<file path="src/udsr_pkg.sv">
// udsr_pkg: shared constants and carrier types for the serial data/status block
// assumes a 32-bit axi4-lite register bus and one system clock
package udsr_pkg;

  // system clock rate and default line rate
  localparam int unsigned CLK_HZ = 50_000_000;
  localparam int unsigned BAUD_DEFAULT = 115_200;
  localparam int unsigned BIT_CLKS_DEFAULT = CLK_HZ / BAUD_DEFAULT;

  // register indices; the byte address is four times the index
  localparam logic [9:0] IDX_DATA = 10'h0f1;
  localparam logic [9:0] IDX_FLAGS = 10'h0f2;
  localparam logic [9:0] IDX_IRQ_STAT = 10'h0f8;
  localparam logic [9:0] IDX_IRQ_MASK = 10'h0f9;
  localparam logic [9:0] IDX_CTRL = 10'h0fa;

  // reset values
  localparam logic [7:0] FLAGS_RST = 8'h02;
  localparam logic [2:0] IRQ_RST = 3'h0;
  localparam logic [2:0] CTRL_RST = 3'h0;

  // control register field positions
  localparam int unsigned CTRL_PAR_EN = 0;
  localparam int unsigned CTRL_PAR_ODD = 1;
  localparam int unsigned CTRL_TWO_STOP = 2;

  // interrupt status / mask bit positions
  localparam int unsigned IRQ_RX_DATA = 0;
  localparam int unsigned IRQ_TX_READY = 1;
  localparam int unsigned IRQ_RX_ERR = 2;

  // axi response codes
  localparam logic [1:0] RESP_OKAY = 2'h0;
  localparam logic [1:0] RESP_SLVERR = 2'h2;

  // flags register layout, bit 7 first
  typedef struct packed {
    logic rx_full;
    logic par_err;
    logic ovr_err;
    logic frm_err;
    logic brk;
    logic tx_rdy;
    logic tx_cmpl;
    logic noise;
  } udsr_flags_t;

  // one finished receive character and its conditions
  typedef struct packed {
    logic [7:0] data;
    logic par_err;
    logic frm_err;
    logic brk;
    logic noise;
  } udsr_rx_res_t;

endpackage

</file>
<file path="src/udsr_top.sv">
// udsr_top: serial port data byte, flags byte, interrupt and frame logic
// assumes axi4-lite master on clk, serial_rx already synchronous to clk
`timescale 1ns/1ps
`default_nettype none

module udsr_top #(
  parameter int unsigned BIT_CLKS = udsr_pkg::BIT_CLKS_DEFAULT,
  parameter int unsigned ADDR_W = 12
) (
  input wire logic clk,
  input wire logic rstn,
  input wire logic [ADDR_W-1:0] s_axi_awaddr,
  input wire logic [2:0] s_axi_awprot,
  input wire logic s_axi_awvalid,
  output logic s_axi_awready,
  input wire logic [31:0] s_axi_wdata,
  input wire logic [3:0] s_axi_wstrb,
  input wire logic s_axi_wvalid,
  output logic s_axi_wready,
  output logic [1:0] s_axi_bresp,
  output logic s_axi_bvalid,
  input wire logic s_axi_bready,
  input wire logic [ADDR_W-1:0] s_axi_araddr,
  input wire logic [2:0] s_axi_arprot,
  input wire logic s_axi_arvalid,
  output logic s_axi_arready,
  output logic [31:0] s_axi_rdata,
  output logic [1:0] s_axi_rresp,
  output logic s_axi_rvalid,
  input wire logic s_axi_rready,
  input wire logic serial_rx,
  output logic serial_tx,
  output logic irq
);

  localparam logic [15:0] BIT_END = 16'(BIT_CLKS - 1);
  localparam logic [15:0] HALF = 16'(BIT_CLKS / 2);

  typedef enum logic [2:0] {RX_IDLE, RX_START, RX_DATA, RX_PAR, RX_STOP, RX_BRKWAIT} udsr_rx_st_t;

  // bus slave state
  logic [ADDR_W-1:0] awaddr_r;
  logic [31:0] wdata_r, rd_mux;
  logic [9:0] wr_idx, rd_idx;
  logic wstrb0_r, wr_go, rd_fire, rd_data, wr_data, wr_ok, rd_ok;
  // software-visible state
  logic [7:0] rx_data_r;
  udsr_pkg::udsr_flags_t flags;
  logic [3:0] err_r;
  logic rx_full_r, noise_r, filt_en_r, tx_rdy_r;
  logic [2:0] ctrl_r, irq_stat_r, irq_mask_r, irq_set, irq_clr;
  // receive path
  udsr_rx_st_t rx_st_r;
  logic [15:0] rx_cnt_r;
  logic [7:0] rx_sh_r;
  logic [2:0] samp_r, rx_idx_r;
  logic rx_par_r, rx_zero_r, rx_noisy_r, rx_par_err_r, rx_done_r, rx_bit, samp_odd;
  udsr_pkg::udsr_rx_res_t rx_res_r;
  // transmit path
  logic [7:0] tx_hold_r;
  logic [10:0] tx_sh_r;
  logic [3:0] tx_bits_r;
  logic [15:0] tx_cnt_r;
  logic tx_hold_full_r, tx_busy_r, tx_first_r, tx_bit_end, tx_start_done;

  // address decode helpers
  assign wr_idx = awaddr_r[11:2];
  assign rd_idx = s_axi_araddr[11:2];
  assign wr_go = !s_axi_awready && !s_axi_wready && !s_axi_bvalid;
  assign rd_fire = s_axi_arvalid && s_axi_arready;
  assign rd_data = rd_fire && (rd_idx == udsr_pkg::IDX_DATA);
  assign wr_data = wr_go && wstrb0_r && (wr_idx == udsr_pkg::IDX_DATA);

  // write channel: address and data taken in either order, then answered
  always_ff @(posedge clk) begin
    if (!rstn) begin
      s_axi_awready <= 1'b1;
      s_axi_wready <= 1'b1;
      s_axi_bvalid <= 1'b0;
      s_axi_bresp <= udsr_pkg::RESP_OKAY;
      awaddr_r <= '0;
      wdata_r <= 32'h0000_0000;
      wstrb0_r <= 1'b0;
    end else begin
      if (s_axi_awvalid && s_axi_awready) begin
        s_axi_awready <= 1'b0;
        awaddr_r <= s_axi_awaddr;
      end
      if (s_axi_wvalid && s_axi_wready) begin
        s_axi_wready <= 1'b0;
        wdata_r <= s_axi_wdata;
        wstrb0_r <= s_axi_wstrb[0];
      end
      if (wr_go) begin
        s_axi_bvalid <= 1'b1;
        s_axi_bresp <= wr_ok ? udsr_pkg::RESP_OKAY : udsr_pkg::RESP_SLVERR;
      end
      if (s_axi_bvalid && s_axi_bready) begin
        s_axi_bvalid <= 1'b0;
        s_axi_awready <= 1'b1;
        s_axi_wready <= 1'b1;
      end
    end
  end

  // writable decode; unmapped index answers slverr
  always_comb begin
    wr_ok = 1'b0;
    if (wr_idx == udsr_pkg::IDX_DATA || wr_idx == udsr_pkg::IDX_FLAGS) begin
      wr_ok = 1'b1;
    end else if (wr_idx == udsr_pkg::IDX_IRQ_STAT || wr_idx == udsr_pkg::IDX_IRQ_MASK ||
                 wr_idx == udsr_pkg::IDX_CTRL) begin
      wr_ok = 1'b1;
    end
  end

  // flags byte as software sees it
  always_comb begin
    flags.rx_full = rx_full_r;
    flags.par_err = err_r[3];
    flags.ovr_err = err_r[2];
    flags.frm_err = err_r[1];
    flags.brk = err_r[0];
    flags.tx_rdy = tx_rdy_r;
    flags.tx_cmpl = !tx_busy_r && !tx_hold_full_r;
    flags.noise = noise_r;
  end

  // read decode
  always_comb begin
    rd_mux = 32'h0000_0000;
    rd_ok = 1'b1;
    if (rd_idx == udsr_pkg::IDX_DATA) begin
      rd_mux[7:0] = rx_data_r;
    end else if (rd_idx == udsr_pkg::IDX_FLAGS) begin
      rd_mux[7:0] = flags;
    end else if (rd_idx == udsr_pkg::IDX_IRQ_STAT) begin
      rd_mux[2:0] = irq_stat_r;
    end else if (rd_idx == udsr_pkg::IDX_IRQ_MASK) begin
      rd_mux[2:0] = irq_mask_r;
    end else if (rd_idx == udsr_pkg::IDX_CTRL) begin
      rd_mux[2:0] = ctrl_r;
    end else begin
      rd_ok = 1'b0;
    end
  end

  // read channel: one outstanding read, data registered at the address handshake
  always_ff @(posedge clk) begin
    if (!rstn) begin
      s_axi_arready <= 1'b1;
      s_axi_rvalid <= 1'b0;
      s_axi_rdata <= 32'h0000_0000;
      s_axi_rresp <= udsr_pkg::RESP_OKAY;
    end else begin
      if (rd_fire) begin
        s_axi_arready <= 1'b0;
        s_axi_rvalid <= 1'b1;
        s_axi_rdata <= rd_mux;
        s_axi_rresp <= rd_ok ? udsr_pkg::RESP_OKAY : udsr_pkg::RESP_SLVERR;
      end else if (s_axi_rvalid && s_axi_rready) begin
        s_axi_rvalid <= 1'b0;
        s_axi_arready <= 1'b1;
      end
    end
  end

  // plain control registers: frame format, filter enable, interrupt mask
  always_ff @(posedge clk) begin
    if (!rstn) begin
      ctrl_r <= udsr_pkg::CTRL_RST;
      irq_mask_r <= udsr_pkg::IRQ_RST;
      filt_en_r <= 1'b0;
    end else if (wr_go && wstrb0_r) begin
      if (wr_idx == udsr_pkg::IDX_CTRL) begin
        ctrl_r <= wdata_r[2:0];
      end else if (wr_idx == udsr_pkg::IDX_IRQ_MASK) begin
        irq_mask_r <= wdata_r[2:0];
      end else if (wr_idx == udsr_pkg::IDX_FLAGS) begin
        filt_en_r <= wdata_r[0];
      end
    end
  end

  // three mid-bit samples; filter takes the majority, otherwise the middle one
  assign samp_odd = !(samp_r[0] == samp_r[1] && samp_r[1] == samp_r[2]);
  assign rx_bit = filt_en_r ? ((samp_r[0] & samp_r[1]) | (samp_r[1] & samp_r[2]) |
                  (samp_r[0] & samp_r[2])) : samp_r[1];

  // receive frame: start, 8 data lsb first, optional parity, first stop checked
  always_ff @(posedge clk) begin
    if (!rstn) begin
      rx_st_r <= RX_IDLE;
      rx_cnt_r <= 16'h0000;
      samp_r <= 3'h7;
      rx_sh_r <= 8'h00;
      rx_idx_r <= 3'h0;
      rx_par_r <= 1'b0;
      rx_zero_r <= 1'b0;
      rx_noisy_r <= 1'b0;
      rx_par_err_r <= 1'b0;
      rx_done_r <= 1'b0;
      rx_res_r <= '0;
    end else begin
      rx_done_r <= 1'b0;
      if (rx_st_r != RX_IDLE && rx_st_r != RX_BRKWAIT) begin
        rx_cnt_r <= (rx_cnt_r == BIT_END) ? 16'h0000 : rx_cnt_r + 16'h0001;
        if (rx_cnt_r == HALF - 16'h0001) samp_r[0] <= serial_rx;
        if (rx_cnt_r == HALF) samp_r[1] <= serial_rx;
        if (rx_cnt_r == HALF + 16'h0001) samp_r[2] <= serial_rx;
      end
      case (rx_st_r)
        RX_IDLE: begin
          if (!serial_rx) begin
            rx_st_r <= RX_START;
            rx_cnt_r <= 16'h0000;
            rx_idx_r <= 3'h0;
            rx_par_r <= ctrl_r[udsr_pkg::CTRL_PAR_ODD];
            rx_zero_r <= 1'b1;
            rx_noisy_r <= 1'b0;
            rx_par_err_r <= 1'b0;
          end
        end
        RX_START: begin
          if (rx_cnt_r == BIT_END) begin
            // a start bit that votes high was a glitch
            rx_st_r <= rx_bit ? RX_IDLE : RX_DATA;
            rx_noisy_r <= samp_odd;
          end
        end
        RX_DATA: begin
          if (rx_cnt_r == BIT_END) begin
            rx_sh_r <= {rx_bit, rx_sh_r[7:1]};
            rx_par_r <= rx_par_r ^ rx_bit;
            rx_zero_r <= rx_zero_r & !rx_bit;
            rx_noisy_r <= rx_noisy_r | samp_odd;
            rx_idx_r <= rx_idx_r + 3'h1;
            if (rx_idx_r == 3'h7) begin
              rx_st_r <= ctrl_r[udsr_pkg::CTRL_PAR_EN] ? RX_PAR : RX_STOP;
            end
          end
        end
        RX_PAR: begin
          if (rx_cnt_r == BIT_END) begin
            // running xor seeded with the odd select must end at zero
            rx_par_err_r <= rx_par_r ^ rx_bit;
            rx_zero_r <= rx_zero_r & !rx_bit;
            rx_noisy_r <= rx_noisy_r | samp_odd;
            rx_st_r <= RX_STOP;
          end
        end
        RX_STOP: begin
          // finish just after the third sample so a back-to-back start is not missed
          if (rx_cnt_r == HALF + 16'h0002) begin
            rx_done_r <= 1'b1;
            rx_res_r.data <= rx_sh_r;
            rx_res_r.par_err <= rx_par_err_r;
            rx_res_r.frm_err <= !rx_bit;
            rx_res_r.brk <= rx_zero_r & !rx_bit;
            rx_res_r.noise <= rx_noisy_r | samp_odd;
            rx_st_r <= (rx_zero_r & !rx_bit) ? RX_BRKWAIT : RX_IDLE;
          end
        end
        RX_BRKWAIT: begin
          // a held-low line would otherwise restart a frame every character time
          if (serial_rx) rx_st_r <= RX_IDLE;
        end
        default: rx_st_r <= RX_IDLE;
      endcase
    end
  end

  // receive holding byte and its flags; a new event wins over a same-cycle clear
  always_ff @(posedge clk) begin
    if (!rstn) begin
      rx_data_r <= 8'h00;
      rx_full_r <= 1'b0;
      err_r <= 4'h0;
      noise_r <= 1'b0;
    end else begin
      if (rx_done_r && !rx_full_r) begin
        rx_data_r <= rx_res_r.data;
        noise_r <= rx_res_r.noise;
        rx_full_r <= 1'b1;
      end else if (rd_data) begin
        rx_full_r <= 1'b0;
      end
      // overrun keeps the unread byte; the flags and the rx error interrupt status record the loss
      err_r <= (rd_data ? 4'h0 : err_r) |
               (rx_done_r ? {rx_res_r.par_err, rx_full_r, rx_res_r.frm_err, rx_res_r.brk} :
               4'h0);
    end
  end

  assign tx_bit_end = tx_busy_r && (tx_cnt_r == BIT_END);
  assign tx_start_done = tx_bit_end && tx_first_r;

  // transmit holding byte and shifter; holding stays taken until start bit is out
  always_ff @(posedge clk) begin
    if (!rstn) begin
      tx_hold_r <= 8'h00;
      tx_hold_full_r <= 1'b0;
      tx_busy_r <= 1'b0;
      tx_first_r <= 1'b0;
      tx_sh_r <= 11'h7ff;
      tx_bits_r <= 4'h0;
      tx_cnt_r <= 16'h0000;
      tx_rdy_r <= udsr_pkg::FLAGS_RST[2];
      serial_tx <= 1'b1;
    end else begin
      if (!tx_busy_r && tx_hold_full_r) begin
        tx_busy_r <= 1'b1;
        tx_first_r <= 1'b1;
        tx_cnt_r <= 16'h0000;
        serial_tx <= 1'b0;
        tx_sh_r[7:0] <= tx_hold_r;
        tx_sh_r[8] <= ctrl_r[udsr_pkg::CTRL_PAR_EN] ?
                      (^tx_hold_r) ^ ctrl_r[udsr_pkg::CTRL_PAR_ODD] : 1'b1;
        tx_sh_r[10:9] <= 2'b11;
        tx_bits_r <= 4'h9 + {3'h0, ctrl_r[udsr_pkg::CTRL_PAR_EN]} +
                     {3'h0, ctrl_r[udsr_pkg::CTRL_TWO_STOP]};
      end else if (tx_busy_r) begin
        tx_cnt_r <= (tx_cnt_r == BIT_END) ? 16'h0000 : tx_cnt_r + 16'h0001;
        if (tx_bit_end) begin
          tx_first_r <= 1'b0;
          if (tx_bits_r == 4'h0) begin
            tx_busy_r <= 1'b0;
            serial_tx <= 1'b1;
          end else begin
            serial_tx <= tx_sh_r[0];
            tx_sh_r <= {1'b1, tx_sh_r[10:1]};
            tx_bits_r <= tx_bits_r - 4'h1;
          end
        end
      end
      if (tx_start_done) tx_hold_full_r <= 1'b0;
      // a write while not ready overwrites the waiting byte
      if (wr_data) begin
        tx_hold_r <= wdata_r[7:0];
        tx_hold_full_r <= 1'b1;
        tx_rdy_r <= 1'b0;
      end else if (tx_start_done) begin
        tx_rdy_r <= 1'b1;
      end else begin
        tx_rdy_r <= !tx_hold_full_r;
      end
    end
  end

  // interrupt events; set wins over a clear in the same cycle
  always_comb begin
    irq_set = 3'h0;
    irq_set[udsr_pkg::IRQ_RX_DATA] = rx_done_r && !rx_full_r;
    irq_set[udsr_pkg::IRQ_TX_READY] = tx_start_done;
    irq_set[udsr_pkg::IRQ_RX_ERR] = rx_done_r && (rx_full_r || rx_res_r.par_err ||
                                    rx_res_r.frm_err || rx_res_r.brk);
    irq_clr = 3'h0;
    if (wr_go && wstrb0_r && wr_idx == udsr_pkg::IDX_IRQ_STAT) begin
      irq_clr = wdata_r[2:0];
    end
    if (rd_data || wr_data) irq_clr[udsr_pkg::IRQ_RX_DATA] = 1'b1;
    if (wr_data) irq_clr[udsr_pkg::IRQ_TX_READY] = 1'b1;
  end

  // sticky status and one level interrupt output, one cycle behind status
  always_ff @(posedge clk) begin
    if (!rstn) begin
      irq_stat_r <= udsr_pkg::IRQ_RST;
      irq <= 1'b0;
    end else begin
      irq_stat_r <= (irq_stat_r & ~irq_clr) | irq_set;
      irq <= |(irq_stat_r & irq_mask_r);
    end
  end

endmodule

`default_nettype wire

</file>
<file path="config.mk">
export PLATFORM = sky130hd
export DESIGN_NAME = udsr_top
export DESIGN_NICKNAME = d
export VERILOG_FILES = /design/src/udsr_pkg.sv /design/src/udsr_top.sv
export SDC_FILE = /design/constraint.sdc
export NUM_CORES = 1
export LEC_CHECK = 0
export BUFFER_PORTS_ARGS = -buffer_cell sky130_fd_sc_hd__buf_4
export CAP_MARGIN = 20
export CORE_MARGIN = 2
export CORE_UTILIZATION = 51
export CTS_BUF_LIST = sky130_fd_sc_hd__clkbuf_16
export DETAILED_ROUTE_END_ITERATION = 10
export PLACE_DENSITY = 0.76
export SLEW_MARGIN = 10
export SYNTH_ARGS = -nofsm -noshare
export SYNTH_HDL_FRONTEND = slang
export SYNTH_SLANG_ARGS = --single-unit
</file>
<file path="constraint.sdc">
create_clock -name clk -period 1.8 [get_ports clk]
set_clock_uncertainty 0.05 [all_clocks]
set_input_delay 0.27 -clock clk [delete_from_list [all_inputs] [get_ports clk]]
set_output_delay 0.27 -clock clk [all_outputs]
set_load 0.05 [all_outputs]
</file>
==> results.toml <==
[run_status]
status = "finished with violations"
violations_in_the_final_reports = "negative setup slack"

[synthesis]
ys_types = 68
synth-seq-area-share_pct = 44.4
synth_area_um2 = 6820
postSynthCellCount = 783
avg_inst_size_synth_um2 = 8.70
ys_seq_elements = 151
synth-async-reset-ratio_pct = 0
yosys_most_used_dff = "sky130_fd_sc_hd__dfxtp_1"
yosysWarningCount = 0
synth_enable_flop_cells = 0

[sta]
rsz_0062_raised_after_global_routing = "yes"
timing.final.crit_period_ns = 1.85
setup-violations-final = 8
hold_viol_final = 0
final.setup.tns_ns = -0.202
period_share_pct = 103
final_max_slew_viol_count = 0
max_freq_ghz = 0.542
fin_ws_ns = -0.0462

[power_and_ir_drop]
leakage_nw = 3.47
pwr_density_cell_nw_per_um2 = 885
power.switching_mw = 2.01
worst_ir_drop_vdd_uv = 817
intPower_mw = 5.78
p_comb_share_pct = 10.9
clockPowerShare_pct = 44.7
seq_power_share_pct = 44.4
swShare_pct = 25.8

[clock_tree]
numCtsBuffers = 17
clock_tree_from_tritoncts = "yes"
cts_root_buf = "sky130_fd_sc_hd__clkbuf_16"
cts_num_sinks = 151
htree_levels = 4
ctsLongestPathBuffers = 2
clock_latency_ns = 0.42
clock_pin_slew_reported_for_the_worst_setup_and_hold_paths_after_clock_tree_synthesis_ns = 0.06

[global_route]
number_of_global_route_vias_before_repair = 5483
grt_antenna_before_repair = 0
grt_pass1_wl_um = 25400
maximum_number_of_pins_on_one_net_before_global_route_repair = 36
global_route.overflow_total = 0
grt.total_usage_pct = 21.7

[routing]
drt-vias-per-instance = 5.38
drt_drc_violations_left = 0
first_pass_iteration_count_of_the_detailed_router = 5
route.antenna.remaining_nets = 0
first_iter_violations = 450
wl_per_cell_um = 14.5
vias = 5869
routed_wl_um = 15800

[worst_setup_path]
critical_path_peak_fanout = 5
worst-setup-path-type = "reg2reg"
worstSetupStartpointType = "register"
endpoint_kind = "register"
timing.critical_path.required_ns = 2.07
arrival_ns = 2.12

[final_layout]
antenna_cells = 0
drive_above_1_share_pct = 26.5
fin_util_pct = 67.0
final_net_count = 987
area_delta_synth_final_pct = 29.2

[job]
drv.max_cap_violation_count = 0

[die]
placement_rows = 42
die_h_um = 120
floorplan.core_area_um2 = 13100
floorplan.initialDensity_pct = 51.9
die_outline_width_um = 120
ioPinCount = 117
fp.dieArea_um2 = 14300

[place]
detailedPlace.worstSlack_ns = -0.0760
place_congestion = 0.831
dp_hpwl_um = 10500
placement.io_buffers = 53

[worst_hold_path]
class_of_the_tightest_hold_or_removal_check = "in2reg"
## registers in the layout (all words and copies together) (netlist names), 4 cells and up
name and cells:
s_axi_rdata 8, tx_bits_r 4, tx_sh_r 9, tx_cnt_r 16, tx_hold_r 8, rx_cnt_r 16, rx_sh_r 8, rx_data_r 8
err_r 4, awaddr_r 10, rx_res_r 12, wdata_r 8
## cell families (layout without fill, tap and decap cells)
kind of cell	count (synthesis)	in the layout	share of synthesized area (%)
buf+inv	81	187	6.22
xor+xnor	39	39	5.01
fa+ha+maj	12	12	2.20
compound gates	129	129	11.8
simple gates	324	324	23.5
other cells	1	26	0.0550
flops	151	151	44.4
mux	46	46	6.77
## power groups by stage
stage	clock network, mW	registers, mW	logic (mW)
global route	3.67	3.46	0.916
finish	3.48	3.45	0.850
detailed placement	0	3.52	0.776
global placement	0	3.52	0.770
floorplan	0	3.55	0.489
CTS	3.54	3.44	0.796
## timing repair
item                                   CTS  global route
resized for setup                       14            59
pin swaps                                6            26
hold buffers                             1             0
endpoints found under the hold margin    1             0
gates cloned                             0             2
setup buffers                            3             7
setup endpoints to repair               27            81
## critical path, stage by stage, from the launching register on
cell                        delay, ns
sky130_fd_sc_hd__dfxtp_2         0.36
sky130_fd_sc_hd__ha_2            0.20
sky130_fd_sc_hd__nor4b_2         0.25
sky130_fd_sc_hd__nand4_1         0.13
sky130_fd_sc_hd__buf_4           0.18
sky130_fd_sc_hd__nor2_4          0.15
sky130_fd_sc_hd__clkbuf_16       0.18
sky130_fd_sc_hd__mux2i_1         0.17
sky130_fd_sc_hd__nor2_1          0.06
## per-stage QoR
step / std cells / total power, mW / cell area, µm² / hold slack (ns)
detailed placement: 1045 / 4.29 / 7830 / 0.394
global placement: 1045 / 4.28 / 7830 / 0.388
finish: 1090 / 7.79 / 8800 / 0.0508
global route: 1090 / 8.05 / 8800 / 0.0545
floorplan: 808 / 4.04 / 6940 / 0.313
CTS: 1081 / 7.78 / 8480 / 0.0371
## path summary, 6_finish.rpt
path / start / to / slack [ns] / cells after the start
setup / recovery: rx_cnt_r[0] / rx_res_r[5] / -0.05 / 8
hold / removal: s_axi_awaddr[4] / awaddr_r[4] / 0.05 / 3
setup reg to reg: rx_cnt_r[0] / rx_res_r[5] / -0.05 / 8
hold reg to reg: rx_data_r[6] / s_axi_rdata[6] / 0.41 / 2
## routing by layer
| layer | vias up | GRT usage (%) | wire [µm] |
|---|---|---|---|
| li1 | 2900 | - | - |
| met1 | 2812 | 27.0 | 6800 |
| met2 | 138 | 37.7 | 8120 |
| met3 | 19 | 4.99 | 672 |
| met4 | 0 | 6.40 | 201 |
| met5 | - | 0 | 0 |
## Yosys cell counts, types with 12 or more instances
cell | n | area share (%)
sky130_fd_sc_hd__dfxtp_1 | 151 | 44
sky130_fd_sc_hd__nand2_1 | 103 | 5.7
sky130_fd_sc_hd__nor2_1 | 100 | 5.5
sky130_fd_sc_hd__a21oi_1 | 51 | 3.7
sky130_fd_sc_hd__mux2i_1 | 45 | 6.6
sky130_fd_sc_hd__buf_4 | 29 | 3.2
sky130_fd_sc_hd__clkbuf_1 | 26 | 1.4
sky130_fd_sc_hd__xnor2_1 | 25 | 3.2
sky130_fd_sc_hd__nand3_1 | 23 | 1.7
sky130_fd_sc_hd__o21ai_0 | 23 | 1.7
sky130_fd_sc_hd__nor3_1 | 20 | 1.5
sky130_fd_sc_hd__inv_1 | 18 | 0.99
sky130_fd_sc_hd__and3_1 | 17 | 1.6
sky130_fd_sc_hd__xor2_1 | 14 | 1.8
sky130_fd_sc_hd__a22oi_1 | 13 | 1.4
sky130_fd_sc_hd__ha_1 | 12 | 2.2
## cell type report
type,instances,area (µm²)
Fill cell,1046,4340
Clock buffer,17,425
Inverter,19,71.3
Tap cell,176,220
Clock inverter,15,156
Timing Repair Buffer,136,1170
Sequential cell,151,3050
Multi-Input combinational cell,576,3710
## cells in the final DEF (no fill, tap or decap), types with 4 or more instances in the layout
cell,netlist,routed
sky130_fd_sc_hd__o22ai_1,5,5
sky130_fd_sc_hd__o21ai_1,1,5
sky130_fd_sc_hd__o21ai_2,2,4
sky130_fd_sc_hd__dfxtp_2,0,11
sky130_fd_sc_hd__nand4b_1,5,5
sky130_fd_sc_hd__a311o_1,4,4
sky130_fd_sc_hd__buf_4,29,123
sky130_fd_sc_hd__conb_1,1,26
sky130_fd_sc_hd__and3_1,17,11
sky130_fd_sc_hd__nand4_1,9,9
sky130_fd_sc_hd__buf_12,0,8
sky130_fd_sc_hd__nand3_1,23,22
sky130_fd_sc_hd__nor4_2,0,4
sky130_fd_sc_hd__and3_4,0,6
sky130_fd_sc_hd__mux2i_1,45,44
sky130_fd_sc_hd__o21ai_0,23,15
sky130_fd_sc_hd__nand2b_1,7,7
sky130_fd_sc_hd__clkinv_4,0,4
sky130_fd_sc_hd__ha_1,12,9
sky130_fd_sc_hd__xnor2_1,25,25
sky130_fd_sc_hd__nor2_1,100,97
sky130_fd_sc_hd__nand2_1,103,101
sky130_fd_sc_hd__dfxtp_1,151,137
sky130_fd_sc_hd__nor3_1,20,17
sky130_fd_sc_hd__inv_1,18,17
sky130_fd_sc_hd__xor2_1,14,13
sky130_fd_sc_hd__clkinvlp_4,0,4
sky130_fd_sc_hd__clkbuf_16,0,19
sky130_fd_sc_hd__a21oi_1,51,49
sky130_fd_sc_hd__a22oi_1,13,12
sky130_fd_sc_hd__and2_1,5,5
Power figures use the tool's default switching activity.
